==> src/hw/ssd_pkg.sv <==
// Package of constants and carrier types for the serial shift sink driver.
package ssd_pkg;
	localparam int SSD_CHANNELS = 12;
	localparam int SSD_FIFO_DEPTH = 16;
	localparam int SSD_SYNC_STAGES = 2;
	localparam logic [SSD_CHANNELS-1:0] SSD_ZERO = 12'h000;
	localparam logic [3:0] SSD_CNT_ZERO = 4'h0;
	localparam logic [3:0] SSD_CNT_ONE = 4'h1;

	typedef struct packed {
		logic shift_clock;
		logic storage_load_clock;
		logic register_clear_n;
		logic shift_data_in;
		logic output_enable_n;
		logic over_temp;
	} ssd_pins_s;

	typedef enum logic [1:0] {
		SSD_RUN = 2'b00,
		SSD_HOT = 2'b01
	} ssd_therm_e;
endpackage : ssd_pkg

==> src/hw/ssd_fifo.sv <==
// Parameterised valid/ready FIFO.
module ssd_fifo #(
	parameter int WIDTH = 12,
	parameter int DEPTH = 16
) (
	// Clock and control
	input wire logic clk,
	input wire logic rst,
	input wire logic ce,
	// Fill side
	input wire logic in_valid,
	output logic in_ready,
	input wire logic [WIDTH-1:0] in_data,
	// Drain side
	output logic out_valid,
	input wire logic out_ready,
	output logic [WIDTH-1:0] out_data
);
	localparam int AW = $clog2(DEPTH);
	logic [WIDTH-1:0] mem [DEPTH];
	logic [AW-1:0] wr_q;
	logic [AW-1:0] rd_q;
	logic [AW:0] cnt_q;
	logic push;
	logic pop;

	assign in_ready = (cnt_q != (AW+1)'(DEPTH));
	assign out_valid = (cnt_q != '0);
	assign push = ce && in_valid && in_ready;
	assign pop = ce && out_valid && out_ready;
	assign out_data = mem[rd_q];

	always_ff @(posedge clk) begin
		if (push) begin
			mem[wr_q] <= in_data;
		end
	end

	always_ff @(posedge clk) begin
		if (rst) begin
			wr_q <= '0;
			rd_q <= '0;
			cnt_q <= '0;
		end else begin
			if (push) begin
				wr_q <= (wr_q == AW'(DEPTH-1)) ? '0 : wr_q + 1'b1;
			end
			if (pop) begin
				rd_q <= (rd_q == AW'(DEPTH-1)) ? '0 : rd_q + 1'b1;
			end
			if (push && !pop) begin
				cnt_q <= cnt_q + 1'b1;
			end else if (pop && !push) begin
				cnt_q <= cnt_q - 1'b1;
			end
		end
	end
endmodule // ssd_fifo

==> src/hw/ssd_sync.sv <==
// Two-stage synchroniser for a bundle of pin levels.
module ssd_sync #(
	parameter int WIDTH = 6
) (
	// Clock and control
	input wire logic clk,
	input wire logic rst,
	input wire logic ce,
	// Levels
	input wire logic [WIDTH-1:0] d,
	output logic [WIDTH-1:0] q
);
	logic [WIDTH-1:0] meta_q;
	logic [WIDTH-1:0] sync_q;

	always_ff @(posedge clk) begin
		if (rst) begin
			meta_q <= '0;
			sync_q <= '0;
		end else if (ce) begin
			meta_q <= d;
			sync_q <= meta_q;
		end
	end

	assign q = sync_q;
endmodule // ssd_sync

==> src/hw/ssd_top.sv <==
// Serial shift register with storage stage driving twelve open-drain sinks.
// Summary of operation
// - A twelve-stage serial-in parallel-out shift register feeds a twelve-bit storage register.
// - The shift register advances on each shift clock rise and storage loads on each storage clock rise.
// - Storage data reaches the output buffers only while the clear input is high.
// - A low clear input zeroes the shift, storage, cascade and buffer stages and the overrun flag; the snapshot FIFO keeps its entries.
// - The cascade output updates on the falling shift clock edge.
// - A bit at the serial input reaches the cascade output eleven and a half shift clock periods after its sampling rise.
// - The cascade output feeds the next device and changes away from its sampling rising edge.
// - While output enable is high all buffers are low and every drain is off.
// - While output enable is low the buffers follow the storage register.
// - A buffer bit of one turns its sink on and zero turns it off.
// - With enable low and clear high the drains change at the storage clock rise.
// - An over-temperature indication forces all outputs open until it is released.
module ssd_top
	import ssd_pkg::*;
#(
	parameter int CHANNELS = ssd_pkg::SSD_CHANNELS,
	parameter int FIFO_DEPTH = ssd_pkg::SSD_FIFO_DEPTH
) (
	// Clock, reset and enable
	input wire logic MCLK,
	input wire logic SYS_RST,
	input wire logic CLK_EN,
	// Host pins
	input wire logic SHIFT_CLOCK,
	input wire logic STORAGE_LOAD_CLOCK,
	input wire logic REGISTER_CLEAR_N,
	input wire logic SHIFT_DATA_IN,
	input wire logic OUTPUT_ENABLE_N,
	// Thermal indication, high while hot; low again only below release threshold
	input wire logic OVER_TEMP,
	// Cascade output
	output logic CASCADE_DATA_OUT,
	// Open-drain sink outputs: pin level out is always low, enable means sinking
	output logic [CHANNELS-1:0] DRAIN_OUT,
	output logic [CHANNELS-1:0] DRAIN_OE,
	// Storage snapshot stream
	output logic SNAP_VALID,
	input wire logic SNAP_READY,
	output logic [CHANNELS-1:0] SNAP_DATA,
	output logic SNAP_OVERRUN
);
	import ssd_pkg::*;

	ssd_pins_s pins_raw;
	ssd_pins_s pins;
	logic shift_clock_prev_q;
	logic rck_prev_q;
	logic shift_clock_rise;
	logic shift_clock_fall;
	logic rck_rise;
	logic clear;
	logic [CHANNELS-1:0] shift_q;
	logic [CHANNELS-1:0] store_q;
	logic [CHANNELS-1:0] buf_q;
	logic cascade_q;
	ssd_therm_e therm_q;
	logic fifo_in_ready;
	logic overrun_q;

	assign pins_raw = '{shift_clock: SHIFT_CLOCK, storage_load_clock: STORAGE_LOAD_CLOCK,
		register_clear_n: REGISTER_CLEAR_N, shift_data_in: SHIFT_DATA_IN,
		output_enable_n: OUTPUT_ENABLE_N, over_temp: OVER_TEMP};

	// Every pin crosses into MCLK before any logic reads it.
	ssd_sync #(
		.WIDTH($bits(ssd_pins_s))
	) u_sync (
		.clk(MCLK),
		.rst(SYS_RST),
		.ce(CLK_EN),
		.d(pins_raw),
		.q(pins)
	);

	always_ff @(posedge MCLK) begin
		if (SYS_RST) begin
			shift_clock_prev_q <= 1'b0;
			rck_prev_q <= 1'b0;
		end else if (CLK_EN) begin
			shift_clock_prev_q <= pins.shift_clock;
			rck_prev_q <= pins.storage_load_clock;
		end
	end

	assign shift_clock_rise = pins.shift_clock && !shift_clock_prev_q;
	assign shift_clock_fall = !pins.shift_clock && shift_clock_prev_q;
	assign rck_rise = pins.storage_load_clock && !rck_prev_q;
	// Clear is level sensitive and wins over any edge seen in the same cycle.
	assign clear = !pins.register_clear_n;

	always_ff @(posedge MCLK) begin
		if (SYS_RST) begin
			shift_q <= SSD_ZERO;
		end else if (CLK_EN && clear) begin
			shift_q <= SSD_ZERO;
		end else if (CLK_EN && shift_clock_rise) begin
			shift_q <= {shift_q[CHANNELS-2:0], pins.shift_data_in};
		end
	end

	always_ff @(posedge MCLK) begin
		if (SYS_RST) begin
			cascade_q <= 1'b0;
		end else if (CLK_EN && clear) begin
			cascade_q <= 1'b0;
		end else if (CLK_EN && shift_clock_fall) begin
			cascade_q <= shift_q[CHANNELS-1];
		end
	end

	assign CASCADE_DATA_OUT = cascade_q;

	always_ff @(posedge MCLK) begin
		if (SYS_RST) begin
			store_q <= SSD_ZERO;
		end else if (CLK_EN && clear) begin
			store_q <= SSD_ZERO;
		end else if (CLK_EN && rck_rise) begin
			store_q <= shift_q;
		end
	end

	always_ff @(posedge MCLK) begin
		if (SYS_RST) begin
			therm_q <= SSD_RUN;
		end else if (CLK_EN) begin
			unique case (therm_q)
				SSD_RUN: begin
					if (pins.over_temp) begin
						therm_q <= SSD_HOT;
					end
				end
				SSD_HOT: begin
					if (!pins.over_temp) begin
						therm_q <= SSD_RUN;
					end
				end
				default: begin
					therm_q <= SSD_HOT;
				end
			endcase
		end
	end

	// Output buffers; gating here rather than in the register keeps PWM dimming free of reloads.
	always_ff @(posedge MCLK) begin
		if (SYS_RST) begin
			buf_q <= SSD_ZERO;
		end else if (CLK_EN) begin
			if (clear || pins.output_enable_n || therm_q != SSD_RUN) begin
				buf_q <= SSD_ZERO;
			end else begin
				buf_q <= store_q;
			end
		end
	end

	assign DRAIN_OE = buf_q;
	assign DRAIN_OUT = SSD_ZERO;

	// Each storage load is offered as a snapshot; a full FIFO drops it and flags overrun.
	ssd_fifo #(
		.WIDTH(CHANNELS),
		.DEPTH(FIFO_DEPTH)
	) u_fifo (
		.clk(MCLK),
		.rst(SYS_RST),
		.ce(CLK_EN),
		.in_valid(rck_rise && !clear),
		.in_ready(fifo_in_ready),
		.in_data(shift_q),
		.out_valid(SNAP_VALID),
		.out_ready(SNAP_READY),
		.out_data(SNAP_DATA)
	);

	always_ff @(posedge MCLK) begin
		if (SYS_RST) begin
			overrun_q <= 1'b0;
		end else if (CLK_EN && rck_rise && !clear && !fifo_in_ready) begin
			overrun_q <= 1'b1;
		end else if (CLK_EN && clear) begin
			overrun_q <= 1'b0;
		end
	end

	assign SNAP_OVERRUN = overrun_q;
endmodule // ssd_top

==> config.mk <==
export PLATFORM = sky130hd
export DESIGN_NAME = ssd_top
export DESIGN_NICKNAME = d
export VERILOG_FILES = /design/src/hw/ssd_pkg.sv /design/src/hw/ssd_fifo.sv /design/src/hw/ssd_sync.sv /design/src/hw/ssd_top.sv
export SDC_FILE = /design/constraint.sdc
export NUM_CORES = 1
export LEC_CHECK = 0
export ABC_AREA = 1
export BUFFER_PORTS_ARGS = -buffer_cell sky130_fd_sc_hd__buf_4
export CAP_MARGIN = 20
export CORE_MARGIN = 3
export CORE_UTILIZATION = 50
export CTS_BUF_LIST = sky130_fd_sc_hd__clkbuf_8
export DETAILED_ROUTE_END_ITERATION = 8
export MAX_ROUTING_LAYER = met4
export PLACE_DENSITY = 0.67
export SLEW_MARGIN = 0
export SYNTH_ARGS = -nofsm -noshare
export SYNTH_HDL_FRONTEND = slang
export SYNTH_SLANG_ARGS = --single-unit
==> constraint.sdc <==
create_clock -name MCLK -period 2.4 [get_ports MCLK]
set_input_delay 0.48 -clock MCLK [delete_from_list [all_inputs] [get_ports MCLK]]
set_output_delay 0.48 -clock MCLK [all_outputs]
set_load 0.01 [all_outputs]
==> results.yml, run 1 <==
yosys:
  netlist_instances: 1103
  synth_xor_xnor_area_share: 0.003224
  ys_types: 27
  avgSynthCellArea_um2: 9.853
  synth-compound-area-share: 0.04962
  synth_area_um2: 10870
  yosysWarnings: 0
  synth-seq-area-share: 0.6595
  synth_seq_cells: 262
  muxShareOfSynthArea: 0
  synthAdderAreaFrac: 0.01220
  synth_top_family_by_area: "simple AND/OR/NAND/NOR gates"
  synthSimpleGateAreaFrac: 0.2157
worst_setup_path:
  endpoint_kind: "primary output"
  path_max_fanout: 5
  critical_path_arrival_ns: 1.93
  required_ns: 1.92
  worst-setup-path-type: "reg -> out"
  ff2ff_path_depth: 12
  r2r_end: "u_fifo.cnt_q[4]$_SDFFE_PP0P_"
  critPathLaunchType: "flip-flop"
  r2r_start: "u_fifo.cnt_q[0]$_SDFFE_PP0P_"
  r2r_slack_ns: 0.17
floorplanning:
  fp-row-count: 53
  die_area_um2: 23540
  ios: 49
  die_w_um: 153.4
  initial_core_util: 0.5121
  coreArea_um2: 21220
  die_y_um: 153.4
power:
  clkPwrFrac: 0.377
  finalPower_mw: 9.790
  p_leak_nw: 5.198
  netSwitchingPower_mw: 2.441
  internal_power_mw: 7.349
  p_seq_frac: 0.500
  ir_drop_uv: 510.5
  p_per_area_nw_per_um2: 771.2
  switching_share: 0.2493
  comb_power_share: 0.123
sta:
  hold_violations: 0
  worst_slack_ns: -0.01383
  skew_ns: 0.01861
  setup_violations: 3
  tns_ns: -0.01949
  max_slew.worst_pin.slew_ns: 0.9180
  drv_slew: 0
  fmax_ghz: 0.4143
  rsz0062_at_grt: "true"
  holdWs_ns: 0.1745
  period_minus_slack_ns: 2.414
  max_slew_margin: 0.3871
  fin_crit_sh: 1.006
grt:
  grt_start_max_net_pins: 47
  grt_pass1_vias: 7317
  grt_pass1_wl_um: 38560
  gr-total-overflow: 0
  antenna_found_initial: 0
  grt_usage: 0.2100
detailed_routing:
  drt_iter0_markers: 561
  remaining_drc_errors: 0
  finalWirelength_um: 24800
  vias: 7673
  antenna_left: 0
  firstDrtPassIters: 5
  vias_per_cell: 5.191
  detail_route.wl_per_cell_um: 16.78
place:
  dp_hpwl_um: 14090
  place_congestion: 0.8095
  io_buffers: 36
clocking:
  cts.path.max_buffers: 3
  cts_tree: "done"
  cts_sinks: 262
  path_clk_slew_ns: 0.06
  root_buffer: "clkbuf_8"
  cts_buffers: 43
  htree_levels: 2
  cts-hold-fix-buffers: 0
  insertion_delay_ns: 0.54
finish:
  regArea_um2: 7171
  nets: 1194
  drive_gt1_frac: 0.1471
  fill_cells: 1793
  n_antenna_cell: 0
  syn_to_final_growth_pct: 16.82
  multi_input_area_um2: 3214
min_path:
  hold-path-endpoint: "u_sync.meta_q[2]$_SDFFE_PP0P_"
  whs_path_depth: 3
  hp-start: "SHIFT_DATA_IN"
  hold_class: "in -> reg"
outcome:
  outcome: "finished with violations"
  violations: "setup timing"
flow_run:
  maxCapViolations: 0
worst max-delay path, cell delays in order, from the launching register on:
cell and delay [ns]:
dfxtp_4 0.38, buf_8 0.15, buf_12 0.14, clkbuf_16 0.15
o211ai_1 0.18, nand3_2 0.11, nand3_1 0.10, nand2_2 0.07
buf_6 0.12
cells in the mapped netlist, drive strengths merged:
| cell | count | share of area |
|---|---|---|
| inv | 77 | 0.027 |
| dfxtp | 70 | 0.13 |
| o21ai | 56 | 0.026 |
| or2 | 1 | 0.00058 |
| nor2 | 105 | 0.038 |
| nand2 | 355 | 0.12 |
| clkbuf | 22 | 0.0076 |
| fa | 1 | 0.0018 |
| buf | 45 | 0.025 |
| a21oi | 45 | 0.021 |
| ha | 9 | 0.010 |
| nand3b | 1 | 0.00069 |
| conb | 1 | 0.00035 |
| nor3 | 2 | 0.0014 |
| xor2 | 4 | 0.0032 |
| nand3 | 110 | 0.051 |
| edfxtp | 192 | 0.53 |
| nand2b | 1 | 0.00058 |
| o211ai | 4 | 0.0028 |
| nand4 | 2 | 0.0012 |
how the worst max path moves through the flow:
stage	slack, ns	start	end	depth (start not counted)
2_1_floorplan	0.30	u_fifo.cnt_q[0]$_SDFFE_PP0P_	u_fifo.cnt_q[4]$_SDFFE_PP0P_	11
3_3_place_gp	0.16	CLK_EN	u_fifo.cnt_q[4]$_SDFFE_PP0P_	13
3_5_place_dp	0.10	CLK_EN	u_fifo.cnt_q[4]$_SDFFE_PP0P_	13
4_1_cts	-0.02	flip-flop	SNAP_DATA[2]	9
5_1_grt	-0.12	flip-flop	SNAP_DATA[6]	9
6_report	-0.01	flip-flop	SNAP_DATA[10]	8
final cells by class:
| class | count | share of cell area |
|---|---|---|
| clock inverter | 27 | 0.01301 |
| sequential | 262 | 0.5648 |
| tap | 275 | 0.02710 |
| inverter | 77 | 0.02316 |
| multi-input combinational | 708 | 0.2532 |
| timing repair buffer | 82 | 0.06780 |
| clock buffer | 47 | 0.05095 |
layout by cell type (no fill, tap or decap), types with 8 or more instances in the layout:
master    count
clkbuf_8     47
o21ai_0      49
ha_1          9
edfxtp_1    192
conb_1       12
nand2_1     343
nand3_2      16
buf_6         8
inv_1        88
a21oi_1      45
nand2_2      12
nand3_1      94
dfxtp_1      69
nor2_1       98
buf_4        60
stage by stage:
step | util | cell area, um^2 | setup WS, ns | instances
2_1_floorplan | - | 10910 | 0.3021 | 1114
3_3_place_gp | 0.5421 | 11500 | 0.1587 | 1394
3_5_place_dp | 0.5421 | 11500 | 0.1027 | 1394
4_1_cts | 0.5914 | 12550 | -0.01726 | 1476
5_1_grt | 0.5983 | 12700 | -0.1207 | 1478
6_report | 0.5983 | 12700 | -0.01383 | 1478
routing by layer:
metal | GRT usage | wire (um)
met3 | 0.04134 | 1532
met2 | 0.3332 | 11970
met1 | 0.2767 | 10770
met5 | - | 0
met4 | 0.06434 | 524
power groups by stage:
stage	combinational (mW)	clock (mW)	sequential, mW
finish	1.21	3.69	4.90
global route	1.34	3.97	4.90
CTS	1.13	3.76	4.89
detailed placement	0.987	0	4.99
global placement	0.973	0	4.99
floorplan	0.706	0	4.98
registers in the layout, indices dropped and copies added (netlist names), named ones only:
name                count
therm_q                 1
u_fifo.mem            192
shift_clock_prev_q      1
SNAP_OVERRUN            1
u_fifo.wr_q             4
u_fifo.rd_q             4
CASCADE_DATA_OUT        1
u_sync.q                6
store_q                12
shift_q                12
DRAIN_OE               12
u_fifo.cnt_q            5
rck_prev_q              1
u_sync.meta_q           6
logic make-up (layout without fill, tap and decap cells):
family / after synthesis / after routing
AO/OA/AOI/OAI: 105 / 105
XOR/XNOR: 4 / 4
adder cells (fa/ha/maj): 10 / 10
buffers and inverters: 144 / 233
flip-flops: 262 / 262
other: 1 / 12
AND/OR/NAND/NOR: 577 / 577
repair_timing:
item,4_1_cts,5_1_grt
setup endpoints to repair,12,15
endpoints found under the hold margin,0,0
pin swaps,14,17
setup buffers,4,0
cloned,4,3
gates resized for setup,28,26
No activity file was read; power rests on OpenSTA's default activity.
==> run 2: changes to the inputs <==
CORE_ASPECT_RATIO = 0.9   (was unset)
GPL_TIMING_DRIVEN = 0   (was unset)
SETUP_SLACK_MARGIN = 0.5   (was unset)
==> run 2 against run 1 <==
The flow still finishes with violations (setup timing). First-iteration DRC count increased by 70%. Global-route usage increased by 3.4 points. Wire length increased by 19%. Cell count increased by 6.3%. Largest power group unchanged. Sequential cell count unchanged. Fmax decreased by 3.3%.
==> results.yml, run 2 (synthesis gave the netlist of run 1 again) <==
finish:
  n_antenna_cell: 0
  final_cell_mix: "311 x nand2_1, 192 x edfxtp_1, 86 x inv_1"
  largest_reg_flops: 192
  design_area_um2: 13940
  nets: 1274
  drive_gt1_frac: 0.2716
  syn_to_final_growth_pct: 28.29
  top_register: "u_fifo.mem"
  final_common_cell: "nand2_1"
  fill_cells: 1566
  stdcell_count: 1571
detailed_routing:
  remaining_drc_errors: 0
  detail_route.wl_per_cell_um: 18.73
  antenna_left: 0
  vias_per_cell: 5.372
  drt_iter0_markers: 953
  finalWirelength_um: 29430
  firstDrtPassIters: 5
  vias: 8439
sta:
  hold_violations: 0
  fin_crit_sh: 1.040
  drv_slew: 0
  worst_slack_ns: -0.09715
  setup_violations: 12
  period_minus_slack_ns: 2.497
  tns_ns: -0.8095
  max_slew_margin: 0.3680
  fmax_ghz: 0.4005
  rsz0062_at_grt: "true"
  skew_ns: 0.05371
  max_slew.worst_pin.slew_ns: 0.9467
grt:
  grt_start_max_net_pins: 20
  grt_pass1_vias: 7844
  antenna_found_initial: 0
  grt_usage: 0.2444
  gr-total-overflow: 0
  grt_pass1_wl_um: 43460
floorplanning:
  coreArea_um2: 21080
  fp-row-count: 50
  initial_core_util: 0.5155
  die_w_um: 161.4
  die_y_um: 145.9
  die_area_um2: 23540
  ios: 49
worst_setup_path:
  worst-setup-path-type: "reg -> out"
  r2r_start: "u_fifo.cnt_q[0]$_SDFFE_PP0P_"
  crit_end: "SNAP_DATA[11]"
  path_max_fanout: 5
  r2r_slack_ns: 0.49
  cpMaxStageDelayCell: "dfxtp_2"
  cp_cell_sequence: "buf_6, inv_8, clkbuf_16, clkbuf_16, nand2_2, nand2_1, nand2_1, nand3_2, nand3_2, nand2_2, buf_6"
  ff2ff_path_depth: 14
  critPathBufInv: 5
  path_depth: 11
  critPathLaunchType: "flip-flop"
  cpPeakStageDelay_ns: 0.37
  critical_path_arrival_ns: 2.02
  required_ns: 1.92
  r2r_end: "u_fifo.cnt_q[4]$_SDFFE_PP0P_"
  endpoint_kind: "primary output"
  critical_path.top_delay_family: "buffers and inverters"
clocking:
  cts_sinks: 262
  insertion_delay_ns: 0.58
  cts_tree: "done"
  path_clk_slew_ns: 0.06
  cts.path.max_buffers: 3
  cts_buffers: 43
  htree_levels: 2
  cts-hold-fix-buffers: 0
  root_buffer: "clkbuf_8"
power:
  comb_power_share: 0.164
  internal_power_mw: 7.492
  p_leak_nw: 5.707
  netSwitchingPower_mw: 2.728
  switching_share: 0.2670
  clkPwrFrac: 0.356
  p_seq_frac: 0.480
  ir_drop_uv: 469.7
  p_per_area_nw_per_um2: 733.1
  finalPower_mw: 10.22
place:
  dp_cells: 1445
  placedInstanceArea_um2: 11680
  place_worst_setup_slack_ns: -0.2612
  place_congestion: 0.8908
  io_buffers: 35
  dp_hpwl_um: 17650
outcome:
  outcome: "finished with violations"
  violations: "setup timing"
min_path:
  hold_class: "in -> reg"
flow_run:
  maxCapViolations: 0
run 2: timing repair:
| item | 4_1_cts | 5_1_grt |
|---|---|---|
| setup endpoints to repair | 203 | 73 |
| setup buffers | 23 | 19 |
| gates resized for setup | 177 | 94 |
| gates cloned | 4 | 4 |
| pin swaps | 49 | 52 |
run 2: tightest hold or removal path: cells and delay by family:
family / cells / cell delay [ns]
AND/OR/NAND/NOR: 2 / 0.11
buffers and inverters: 1 / 0.07
run 2: per-stage QoR:
stage / hold slack, ns / util
2_1_floorplan: 0.4369 / -
3_3_place_gp: 0.4555 / 0.5487
3_5_place_dp: 0.4575 / 0.5540
4_1_cts: 0.1379 / 0.6335
5_1_grt: 0.1493 / 0.6613
6_report: 0.1646 / 0.6613
run 2: how the worst min path moves through the flow:
stage | from | to | cells past startpoint
2_1_floorplan | store_q[11]$_SDFFE_PP0P_ | DRAIN_OE[11]$_SDFFE_PP0P_ | 2
3_3_place_gp | store_q[4]$_SDFFE_PP0P_ | store_q[4]$_SDFFE_PP0P_ | 2
3_5_place_dp | store_q[2]$_SDFFE_PP0P_ | store_q[2]$_SDFFE_PP0P_ | 2
4_1_cts | OUTPUT_ENABLE_N | u_sync.meta_q[1]$_SDFFE_PP0P_ | 3
5_1_grt | OUTPUT_ENABLE_N | u_sync.meta_q[1]$_SDFFE_PP0P_ | 3
6_report | OUTPUT_ENABLE_N | u_sync.meta_q[1]$_SDFFE_PP0P_ | 3
run 2: area by class of cell:
type                       count  area [um^2]  share of cell area
sequential                   262         7184              0.5153
inverter                      77        304.0             0.02181
buffer                        67        555.5             0.03985
tap                          286        357.8             0.02567
multi-input combinational    708         3752              0.2691
timing repair buffer          95        991.0             0.07108
clock buffer                  47        646.9             0.04640
clock inverter                29        150.1             0.01077
run 2: routing by layer:
layer / vias to the layer above / track usage / part of all wire
li1: 3938 / - / -
met1: 4016 / 0.3267 / 0.40
met2: 402 / 0.3726 / 0.46
met3: 83 / 0.05492 / 0.10
met4: 0 / 0.08172 / 0.036
met5: - / - / 0
run 2: power by group through the flow:
stage | clock network [mW] | registers (mW) | logic, mW
after floorplan | 0 | 4.98 | 0.722
after global placement | 0 | 4.98 | 1.09
after detailed placement | 0 | 4.98 | 1.11
after CTS | 3.69 | 4.90 | 1.39
after global routing | 3.92 | 4.90 | 1.80
final | 3.64 | 4.90 | 1.68
